[config.mk]
export PLATFORM = sky130hd
export DESIGN_NAME = msr_top
export DESIGN_NICKNAME = d
export VERILOG_FILES = /design/src/design/msr_sync.v /design/src/design/msr_frame.v /design/src/design/msr_top.v
export VERILOG_INCLUDE_DIRS = /design/src /design/src/design
export SDC_FILE = /design/constraint.sdc
export NUM_CORES = 1
export LEC_CHECK = 0
export ABC_CLOCK_PERIOD_IN_PS = 5000
export BUFFER_PORTS_ARGS = -buffer_cell sky130_fd_sc_hd__clkbuf_2
export CORE_UTILIZATION = 55
export CTS_CLUSTER_SIZE = 40
export DETAILED_ROUTE_END_ITERATION = 6
export MAX_ROUTING_LAYER = met4
export PLACE_DENSITY = 0.81
export REMOVE_ABC_BUFFERS = 1
export SYNTH_ARGS = -nofsm -noshare
export SYNTH_HDL_FRONTEND = slang
export SYNTH_SLANG_ARGS = --single-unit
[constraint.sdc]
create_clock -name clk_i -period 5 [get_ports clk_i]
set_input_delay 1 -clock clk_i [delete_from_list [all_inputs] [get_ports clk_i]]
set_output_delay 1 -clock clk_i [all_outputs]
set_load 0.05 [all_outputs]
[src/design/msr_map.vh]
`ifndef MSR_MAP_VH
`define MSR_MAP_VH
// Register byte offsets
`define MSR_REG_CTRL 4'h0
`define MSR_REG_STATUS 4'h4
`define MSR_REG_MASK 4'h8
`define MSR_REG_PKT 4'hC
// Control fields
`define MSR_CTRL_EN 0
`define MSR_CTRL_RESET_VAL 1'b1
// Status / mask fields
`define MSR_ST_PKT 0
`define MSR_ST_PAR 1
`define MSR_ST_FRM 2
`define MSR_ST_W 3
// Packet byte 1 fields
`define MSR_B1_LEFT 0
`define MSR_B1_RIGHT 1
`define MSR_B1_ZERO 2
`define MSR_B1_ONE 3
`define MSR_B1_XSIGN 4
`define MSR_B1_YSIGN 5
`define MSR_B1_XOVF 6
`define MSR_B1_YOVF 7
// Frame layout: start, 8 data, parity, stop
`define MSR_FRAME_BITS 4'hB
`define MSR_IDX_PAR 4'h9
`define MSR_IDX_STOP 4'hA
// Frame timeout: 50 us period bound, two periods of silence restart framing
`define MSR_TMO_NS 100000
`define MSR_CLK_NS 4
`endif

[src/design/msr_sync.v]
`timescale 1ns/1ps
`default_nettype none
module msr_sync #(
   parameter W = 2
) (
   input wire clk_i,
   input wire rst_i,
   input wire [W-1:0] async_i,
   output reg [W-1:0] sync_o
);
   reg [W-1:0] meta;
   // Two-stage synchroniser; meta is read only by sync_o
   always @(posedge clk_i) begin
      if (rst_i) begin
         meta <= {W{1'b1}};
         sync_o <= {W{1'b1}};
      end else begin
         meta <= async_i;
         sync_o <= meta;
      end
   end
endmodule
`default_nettype wire

[src/design/msr_frame.v]
`timescale 1ns/1ps
`default_nettype none
`include "msr_map.vh"
module msr_frame #(
   parameter TMO_CYC = 25000
) (
   input wire clk_i,
   input wire rst_i,
   input wire en_i,
   input wire kclk_i,
   input wire kdat_i,
   output reg byte_vld_o,
   output reg [7:0] byte_o,
   output reg par_err_o,
   output reg frm_err_o
);
   reg kclk_d;
   reg [3:0] bit_cnt;
   reg [9:0] shreg;
   reg [31:0] idle_cnt;
   wire fall;
   wire odd_ok;
   assign fall = kclk_d & ~kclk_i;
   // Odd count of ones over data and parity, valid at the stop edge
   assign odd_ok = ^shreg[9:1];
   // Sample data at every falling clock edge while enabled, shift in LSB first
   always @(posedge clk_i) begin
      if (rst_i) begin
         kclk_d <= 1'b1;
         bit_cnt <= 4'h0;
         shreg <= 10'h000;
         idle_cnt <= 32'h0;
         byte_vld_o <= 1'b0;
         byte_o <= 8'h00;
         par_err_o <= 1'b0;
         frm_err_o <= 1'b0;
      end else begin
         kclk_d <= kclk_i;
         byte_vld_o <= 1'b0;
         par_err_o <= 1'b0;
         frm_err_o <= 1'b0;
         if (fall)
            idle_cnt <= 32'h0;
         else if (idle_cnt != TMO_CYC)
            idle_cnt <= idle_cnt + 32'h1;
         // A stalled frame is dropped so the next start bit realigns
         if (!en_i || (idle_cnt == TMO_CYC && !fall)) begin
            bit_cnt <= 4'h0;
         end else if (fall) begin
            shreg <= {kdat_i, shreg[9:1]};
            if (bit_cnt == 4'h0) begin
               // A high start bit is line noise; stay idle
               if (!kdat_i)
                  bit_cnt <= 4'h1;
            end else if (bit_cnt == `MSR_IDX_STOP) begin
               bit_cnt <= 4'h0;
               if (!kdat_i) begin
                  frm_err_o <= 1'b1;
               end else if (!odd_ok) begin
                  par_err_o <= 1'b1;
               end else begin
                  byte_vld_o <= 1'b1;
                  byte_o <= shreg[8:1];
               end
            end else begin
               bit_cnt <= bit_cnt + 4'h1;
            end
         end
      end
   end
endmodule
`default_nettype wire

[src/design/msr_top.v]
`timescale 1ns/1ps
`default_nettype none
`include "msr_map.vh"
// What this block does
// - Frame is start, eight data bits LSB first, parity, stop.
// - Parity makes ones over data plus parity odd; receiver checks it.
// - Start bit low, stop bit high; bad stop bit means malformed frame.
// - Byte 2 is X magnitude, byte 3 is Y magnitude, LSB in bit 0.
// - A button reads pressed when its first-byte bit is one.
// - A sign bit of one means negative movement on that axis.
// - An overflow bit of one means the magnitude byte was exceeded.
// - Right and up positive, left and down negative in displacement.
module msr_top #(
   parameter TMO_NS = `MSR_TMO_NS,
   parameter TMO_CYC = `MSR_TMO_NS / `MSR_CLK_NS
) (
   input wire clk_i,
   input wire rst_i,
   input wire ms_clk_i,
   input wire ms_data_i,
   input wire wb_cyc_i,
   input wire wb_stb_i,
   input wire wb_we_i,
   input wire [3:0] wb_adr_i,
   input wire [3:0] wb_sel_i,
   input wire [31:0] wb_dat_i,
   output reg [31:0] wb_dat_o,
   output reg wb_ack_o,
   output reg irq_o,
   output reg pkt_vld_o,
   output reg left_btn_o,
   output reg right_btn_o,
   output reg x_sign_o,
   output reg y_sign_o,
   output reg x_overflow_o,
   output reg y_overflow_o,
   output reg [7:0] x_magnitude_o,
   output reg [7:0] y_magnitude_o,
   output reg [8:0] x_disp_o,
   output reg [8:0] y_disp_o,
   output reg err_o
);
   localparam ST_B1 = 2'h0;
   localparam ST_B2 = 2'h1;
   localparam ST_B3 = 2'h2;

   wire [1:0] line_s;
   wire byte_vld;
   wire [7:0] rx_byte;
   wire par_err;
   wire frm_err;

   reg [1:0] state;
   reg [1:0] next_state;
   reg [7:0] hold1;
   reg [7:0] hold2;
   reg pkt_done;
   reg ctrl_en;
   reg [`MSR_ST_W-1:0] status;
   reg [`MSR_ST_W-1:0] mask;
   reg [`MSR_ST_W-1:0] ev;
   reg [31:0] rd_mux;
   wire wb_req;
   wire wb_wr;
   wire [`MSR_ST_W-1:0] w1c;

   // Idle level of the serial clock is high, so the sync resets high
   msr_sync #(.W(2)) u_sync (
      .clk_i(clk_i),
      .rst_i(rst_i),
      .async_i({ms_clk_i, ms_data_i}),
      .sync_o(line_s)
   );

   // Period and setup bounds are the mouse's; timeout spans two long periods
   msr_frame #(.TMO_CYC(TMO_CYC)) u_frame (
      .clk_i(clk_i),
      .rst_i(rst_i),
      .en_i(ctrl_en),
      .kclk_i(line_s[1]),
      .kdat_i(line_s[0]),
      .byte_vld_o(byte_vld),
      .byte_o(rx_byte),
      .par_err_o(par_err),
      .frm_err_o(frm_err)
   );

   // Packet assembly sequence
   always @* begin
      next_state = state;
      if (byte_vld) begin
         case (state)
            ST_B1: begin
               // Bit 3 is always one; a byte without it cannot start a packet
               if (rx_byte[`MSR_B1_ONE])
                  next_state = ST_B2;
            end
            ST_B2: next_state = ST_B3;
            ST_B3: next_state = ST_B1;
            default: next_state = ST_B1;
         endcase
      end
   end

   always @(posedge clk_i) begin
      if (rst_i) begin
         state <= ST_B1;
         hold1 <= 8'h00;
         hold2 <= 8'h00;
         pkt_done <= 1'b0;
      end else begin
         pkt_done <= 1'b0;
         if (!ctrl_en) begin
            state <= ST_B1;
         end else if (par_err || frm_err) begin
            // A lost byte breaks alignment; restart at the first byte
            state <= ST_B1;
         end else begin
            state <= next_state;
            if (byte_vld && state == ST_B1)
               hold1 <= rx_byte;
            if (byte_vld && state == ST_B2)
               hold2 <= rx_byte;
            if (byte_vld && state == ST_B3)
               pkt_done <= 1'b1;
         end
      end
   end

   // Decoded packet outputs, updated together when the third byte lands
   always @(posedge clk_i) begin
      if (rst_i) begin
         pkt_vld_o <= 1'b0;
         left_btn_o <= 1'b0;
         right_btn_o <= 1'b0;
         x_sign_o <= 1'b0;
         y_sign_o <= 1'b0;
         x_overflow_o <= 1'b0;
         y_overflow_o <= 1'b0;
         x_magnitude_o <= 8'h00;
         y_magnitude_o <= 8'h00;
         x_disp_o <= 9'h000;
         y_disp_o <= 9'h000;
         err_o <= 1'b0;
      end else begin
         pkt_vld_o <= 1'b0;
         err_o <= par_err | frm_err;
         if (byte_vld && state == ST_B3 && ctrl_en) begin
            pkt_vld_o <= 1'b1;
            left_btn_o <= hold1[`MSR_B1_LEFT];
            right_btn_o <= hold1[`MSR_B1_RIGHT];
            x_sign_o <= hold1[`MSR_B1_XSIGN];
            y_sign_o <= hold1[`MSR_B1_YSIGN];
            x_overflow_o <= hold1[`MSR_B1_XOVF];
            y_overflow_o <= hold1[`MSR_B1_YOVF];
            x_magnitude_o <= hold2;
            y_magnitude_o <= rx_byte;
            // Sign joins magnitude as nine-bit two's complement
            x_disp_o <= {hold1[`MSR_B1_XSIGN], hold2};
            y_disp_o <= {hold1[`MSR_B1_YSIGN], rx_byte};
         end
      end
   end

   // Events: packet ready, parity error, framing error
   always @* begin
      ev = {`MSR_ST_W{1'b0}};
      ev[`MSR_ST_PKT] = pkt_done;
      ev[`MSR_ST_PAR] = par_err;
      ev[`MSR_ST_FRM] = frm_err;
   end

   // Request taken while ack is low; a write lands on the edge where the
   // master samples ack, so it is applied exactly once per transfer
   assign wb_req = wb_cyc_i & wb_stb_i & ~wb_ack_o;
   assign wb_wr = wb_cyc_i & wb_stb_i & wb_ack_o & wb_we_i & wb_sel_i[0];
   assign w1c = (wb_wr && wb_adr_i == `MSR_REG_STATUS) ?
      wb_dat_i[`MSR_ST_W-1:0] : {`MSR_ST_W{1'b0}};

   // Read mux; unmapped addresses read zero
   always @* begin
      case (wb_adr_i)
         `MSR_REG_CTRL: rd_mux = {31'h0, ctrl_en};
         `MSR_REG_STATUS: rd_mux = {29'h0, status};
         `MSR_REG_MASK: rd_mux = {29'h0, mask};
         `MSR_REG_PKT: rd_mux = {8'h00, y_magnitude_o, x_magnitude_o,
            y_overflow_o, x_overflow_o, y_sign_o, x_sign_o, 1'b1, 1'b0,
            right_btn_o, left_btn_o};
         default: rd_mux = 32'h0;
      endcase
   end

   // Wishbone slave: one-cycle ack, ack drops the cycle after
   always @(posedge clk_i) begin
      if (rst_i) begin
         wb_ack_o <= 1'b0;
         wb_dat_o <= 32'h0;
         ctrl_en <= `MSR_CTRL_RESET_VAL;
         mask <= {`MSR_ST_W{1'b0}};
         status <= {`MSR_ST_W{1'b0}};
         irq_o <= 1'b0;
      end else begin
         wb_ack_o <= wb_req;
         if (wb_req)
            wb_dat_o <= rd_mux;
         if (wb_wr && wb_adr_i == `MSR_REG_CTRL)
            ctrl_en <= wb_dat_i[`MSR_CTRL_EN];
         if (wb_wr && wb_adr_i == `MSR_REG_MASK)
            mask <= wb_dat_i[`MSR_ST_W-1:0];
         // Set wins over write-one-to-clear in the same cycle
         status <= (status & ~w1c) | ev;
         irq_o <= |(((status & ~w1c) | ev) & mask);
      end
   end
endmodule
`default_nettype wire

==> Word-level counts from Yosys, hierarchy flattened <==
Index checks and enable logic that the tools add are counted.
{ "totals": {"regBits": 164, "inputBits": 47} }
{ "op_classes": {"addsub": 2, "n_eq_ne": 10, "mux": 12, "bitwise": 20, "reduce_logical": 28} }
{ "op_table": {"columns": ["op", "n"], "rows": [
  ["$pmux W24 S4", 1],
  ["$add A32 B1 Y32 const B", 1],
  ["$eq A32 B15 Y1 const B", 1],
  ["$ne A32 B15 Y1 const B", 1],
  ["$eq A4 B4 Y1 const B", 3],
  ["$mux W4", 3],
  ["$not A1 Y1", 9],
  ["$reduce_xor A9 Y1", 1],
  ["$logic_and A1 B1 Y1", 8],
  ["$logic_not A4 Y1", 2],
  ["$and A1 B1 Y1", 6],
  ["$and A3 B3 Y3", 2],
  ["$reduce_and A2 Y1", 3],
  ["$reduce_and A3 Y1", 2],
  ["$reduce_and A6 Y1", 1],
  ["$reduce_or A3 Y1", 2],
  ["$reduce_or A6 Y1", 1],
  ["$mux W1", 5],
  ["$reduce_or A5 Y1", 1],
  ["$add A4 B1 Y4 const B", 1],
  ["$eq A4 B3 Y1 const B", 1],
  ["$pmux W2 S2", 1],
  ["$reduce_or A2 Y1", 2],
  ["$mux W3", 1],
  ["11 further kinds", 13]
]} }

==> Depth between registers and ports, before layout <==
{ "logic_depth": {"word_depth": 11, "mapped_depth": 8} }

==> Cells and area by module <==
A second synthesis with hierarchy kept.
{ "unflattened": {"cells_unflattened": 634, "area_unflattened_um2": 5755.5} }
{ "by_module_without_submodules": {"columns": ["mod", "instances", "cells_each", "area_each_um2", "seq_area_each_um2"], "rows": [
  ["msr_top", 1, 325, 2914.0, 1481.4],
  ["msr_frame", 1, 301, 2736.4, 1141.1],
  ["msr_sync", 1, 8, 105.1, 80.1]
]} }

==> Least setup slack after synthesis <==
OpenSTA, ideal clock, no wires.
{ "synth_timing": {"path_type": "input -> register", "start": "in wb_adr_i[2]", "end": "reg irq_o", "setup_ps": 114, "arrival_ps": 2141, "t_required_ps": 4886, "setup_slack_ps": 2745, "path_stages": 6, "path_buffers": 1, "path_cell_list": "clkbuf_1 -> nor2b_1 -> and4b_1 -> a311oi_1 -> a22o_1 -> a21o_1"} }
{ "synth_via": {"elab_chain_cells": 8} }
{ "synth_rtl": {"columns": ["item", "line_no", "text"], "rows": [
  ["start: declaration", "msr_top.v:24", "input wire [3:0] wb_adr_i,"],
  ["$eq A4 B3 Y1", null, null],
  ["$logic_and A1 B1 Y1 (no line)", null, null],
  ["$mux W3", "msr_top.v:177", "assign w1c = (wb_wr && wb_adr_i == `MSR_REG_STATUS) ?"],
  ["$not A3 Y3", "msr_top.v:212", "irq_o <= |(((status & ~w1c) | ev) & mask);"],
  ["$and A3 B3 Y3", "msr_top.v:212", null],
  ["$or A3 B3 Y3", "msr_top.v:212", null],
  ["$and A3 B3 Y3", "msr_top.v:212", null],
  ["$reduce_or A3 Y1", "msr_top.v:212", null],
  ["end signal: assignment", "msr_top.v:212", null],
  ["end: declaration", "msr_top.v:29", "output reg irq_o,"]
]} }
No other way between the ends.
A chain may end at the register's enable or synchronous reset.

==> Worst setup path in the final report <==
{ "layout_timing": {"start": "reg u_frame.kclk_d", "end": "reg u_frame.byte_o[2]"} }
{ "layout_via": {"elab_chain_cells": 6} }
{ "layout_rtl": {"columns": ["item", "line_no", "text"], "rows": [
  ["start: declaration", "msr_frame.v:17", "reg kclk_d;"],
  ["start signal: assignment", "msr_frame.v:38", "kclk_d <= kclk_i;"],
  ["$and A1 B1 Y1 (*)", "msr_frame.v:23", "assign fall = kclk_d & ~kclk_i;"],
  ["$logic_not A1 Y1", "msr_frame.v:47", "if (!en_i || (idle_cnt == TMO_CYC && !fall)) begin"],
  ["$logic_and A1 B1 Y1", "msr_frame.v:47", null],
  ["$logic_or A1 B1 Y1", "msr_frame.v:47", null],
  ["$not A1 Y1 (no line)", null, null],
  ["$reduce_and A6 Y1 (no line) (*)", null, null],
  ["end signal: assignment", "msr_frame.v:63", "byte_o <= shreg[8:1];"],
  ["end: declaration", "msr_frame.v:13", "output reg [7:0] byte_o,"]
]} }
Mark *: on every way between the ends. The rest lies on a longest branch, timed or not.

==> summary by stage <==
Route
After detailed routing, the average wire length per cell comes to 13.7 um. The via count of the routed design is 4534. For this run, design rule violations remaining after detail routing come to 0. In the routed layout, each cell is associated on average with a via count of between 5 and 6.

The first-pass iteration count of the detailed router is 5. The total wire length is 11400 um. After the first detailed-routing iteration, the DRC count stood at 232. In this run the remaining antenna-violating nets after routing total 0.

Synth
For this run, the leading register cell type out of synthesis is dfxtp_1. The average instance in the mapped netlist occupies 8.86 sq um. dfxtp_1 takes more of the synthesized area than any other cell. The synthesized netlist cell count is ~630. In this run, synthesis produced a sequential element count of roughly 140.

The number of distinct library cells after synthesis is 56. Of the post-synthesis cell area, the dominant cell type holds 0.483. In the post-synthesis netlist, the biggest area contributors are dfxtp_1 (48%), nor2_1 (5.7%), nand2_1 (4.8%). The async set-reset flop share out of synthesis is 0. The number of synthesized flops with an enable pin is 0. The netlist area before placement is 5600 sq um.

The number of warnings reported in the yosys synthesis log is 0. The sequential fraction of the synthesis area is 0.483.

STA
At the pin with the least slew margin, the transition time is 1.00 ns. On the final layout, the worst hold slack is slightly above 0.4 ns. The smallest clock period supported by the final layout is computed as ~2.2 ns. After routing, the total negative slack on setup checks comes to 0 ns. The number of setup violations in the final report is 0. The number of endpoints with negative hold slack in the final report came to 0.

Setup repair after global routing left no endpoint under its margin. Headroom to the max-slew limit came out at 0.328. The number of max-slew violations in the final report is 0.

The worst setup skew after layout is slightly above 0.01 ns. The post-route clock period utilization is 0.443. Timing would allow up to approximately 450 MHz.

GRT
The global-route wire length before repair is 18300 um. For this run the aggregate overflow at the end of global routing stands at 0. The via count of the first global-routing pass is slightly above 4000. Entering global routing, the biggest net connects 37 pins.

The initial antenna violation count was 0. For this run, the total global-route usage over all layers was measured as 0.228.

CTS
The number of hold buffers added after CTS is 0. In this run, CTS created clock tree buffers numbering 17. After clock tree synthesis, the repair step resized 0 gates. The H-tree generated during clock tree synthesis spans 4 levels. The maximum count of clock buffers along a single path is 2.

The cell sitting at the root of the clock tree is a clkbuf_8. In this run the post-CTS setup repair buffer count came out at 0. After clock tree synthesis, the clock-pin slew on the worst setup and hold paths is 0.06 ns. The count of clock tree sinks is 135. The clock tree from TritonCTS is yes.

The clock latency of the later-clocked register in the worst-skew pair is 0.52 ns.

Worst setup path
The end of the worst register-to-register path is u_frame.byte_o[2]. The data required time of the worst path is 5.44 ns. The internal reg-to-reg setup slack is 2.78 ns. The startpoint of the worst-slack reg-to-reg timing path is u_frame.kclk_d. The largest single stage delay on the critical path is approximately 0.64 ns. The slowest cell on the critical path is nor2b_1. The worst setup path is launched from a register. The kind of critical path is register to register.

The depth of the most critical reg-to-reg path is 5. Along the worst path, the maximum fanout reaches 12. The worst setup path is captured at a register.

The data arrival time at the worst-slack endpoint is roughly 2.7 ns. The critical path goes through nor2b_1 > nand2_1 > nor3_1 > nand3_1 > a21oi_1.

Flow run
The max capacitance violation total is 0.

Power and ir drop
The maximum vdd ir drop is 0.000270 V. The cell leakage power is 0.00260 uW. The power density over cell area is around 360 nW/um^2.

Floorplan
The core box area is 9820 sq um. The vertical die dimension is 103 um. The top-level port count is between 100 and 150. The horizontal die dimension is slightly above 100 um. For this configuration, the core starts out at a cell density of 0.570. The cell row count is 36. The overall die area is 10600 sq um.

Status
The run finished with clean final reports.

Hold path
The worst hold path stage count is 1. The startpoint identified for the worst hold timing path is u_sync.meta[1]. In this run the worst hold path is classified as register to register. The worst hold path endpoint is u_sync.sync_o[1].

Layout
The share of layout cells above drive strength 1 is 0.202. From synthesis to final layout, the design area changed by 15.8%. 0 antenna diodes ended up in the layout. In the final design database the tool counted between 700 and 800 nets.

Placed design
The final weighted congestion in routability-driven placement is 0.891. Input and output buffers added on the ports amount to 82. The detailed placer's ending HPWL is 7850 um.
==> flip-flops by register name, indices dropped and copies added, names as in the netlist, 2 cells and up <==
name,flops
hold1,6
hold2,8
mask,3
state,2
status,3
u_frame.bit_cnt,4
u_frame.byte_o,8
u_frame.idle_cnt,32
u_frame.shreg,9
u_sync.meta,2
u_sync.sync_o,2
wb_dat_o,24
x_magnitude_o,7
y_magnitude_o,7
==> critical path, delay by kind of cell (launching register included) <==
family,cells,cell delay (ns)
flip-flops,1,0.32
AND/OR/NAND/NOR,4,1.66
AO/OA/AOI/OAI,1,0.17
==> synth_stat cells (all sizes together), types with 4 or more instances <==
cell,count
or2,7
ha,5
nor4,14
buf,30
nand4,15
nand3,26
dfxtp,135
nor3,13
inv,12
xnor2,20
o21ai,11
nor2b,5
mux2i,20
a22oi,23
and3,4
clkbuf,29
nand2b,5
a21oi,47
and4,5
nand2,72
xor2,15
nor2,86
==> cell usage in the layout, fill, tap and decap left out, types with 4 or more instances in the layout <==
master	instances
dfxtp_1	135
nor2_1	85
clkbuf_2	81
nand2_1	71
a21oi_1	47
nand3_1	26
a22oi_1	23
mux2i_1	20
xnor2_1	19
clkbuf_16	16
xor2_1	14
nand4_1	13
inv_1	12
nor4_1	12
nor3_1	12
o21ai_0	11
conb_1	8
or2_2	6
inv_6	6
nand2b_1	5
nor2b_1	5
ha_1	5
inv_8	5
buf_4	5
and3_1	4
and4_1	4
==> routing by layer <==
| layer | share of wire | up-vias | routed length [um] | global-route usage |
|---|---|---|---|---|
| met5 | 0 | - | 0 | - |
| met4 | 0.010 | 0 | 118 | 0.0943 |
| met3 | 0.041 | 12 | 465 | 0.0468 |
| met2 | 0.51 | 112 | 5830 | 0.394 |
| met1 | 0.44 | 2157 | 4950 | 0.255 |
| li1 | - | 2253 | - | - |
==> worst max path at each step <==
stage	endpoint	start	slack, ns	cells past startpoint
global placement	u_frame.bit_cnt[0]	rst_i	2.55	5
finish	u_frame.byte_o[2]	u_frame.kclk_d	2.78	5
floorplan	wb_dat_o[10]	wb_cyc_i	1.36	5
global route	u_frame.byte_o[2]	u_frame.kclk_d	2.57	5
CTS	u_frame.byte_o[2]	u_frame.kclk_d	2.76	5
detailed placement	u_frame.bit_cnt[0]	rst_i	2.49	5
==> logic make-up after synthesis <==
logic type,count (synthesis),share of synthesized area
DFF,135,0.483
and+or+nand+nor,268,0.235
adders and majority gates,5,0.0112
AOI/OAI and AO/OA,93,0.0992
buffers and inverters,71,0.0657
muxes,23,0.0438
other,1,0.000670
xor gates and xnor gates,36,0.0617
==> report_power, final <==
| part | leakage, uW | switching, uW | internal (uW) | total, uW |
|---|---|---|---|---|
| clock network | 0.000273 | 522 | 639 | 1160 |
| logic | 0.00124 | 54.8 | 18.9 | 73.7 |
| registers | 0.00109 | 3.92 | 1080 | 1080 |
==> stage by stage <==
| stage | power, uW | area, sq um | std cells | setup slack (ns) | utilization |
|---|---|---|---|---|---|
| after floorplan | 1150 | 5300 | 580 | 1.36 | - |
| after global placement | 1180 | 5920 | 800 | 2.55 | 0.603 |
| after detailed placement | 1180 | 5920 | 800 | 2.49 | 0.603 |
| after CTS | 2340 | 6480 | 832 | 2.76 | 0.660 |
| after global routing | 2390 | 6480 | 832 | 2.57 | 0.660 |
| final | 2320 | 6480 | 832 | 2.78 | 0.660 |
==> final cells by class <==
type | count | area, sq um
fill | 788 | 3330
sequential | 135 | 2700
multi-input combinational | 433 | 2560
timing repair buffer | 87 | 448
clock buffer | 17 | 414
tap | 133 | 166
clock inverter | 15 | 149
inverter | 12 | 45.0
Power figures use the tool's default switching activity.
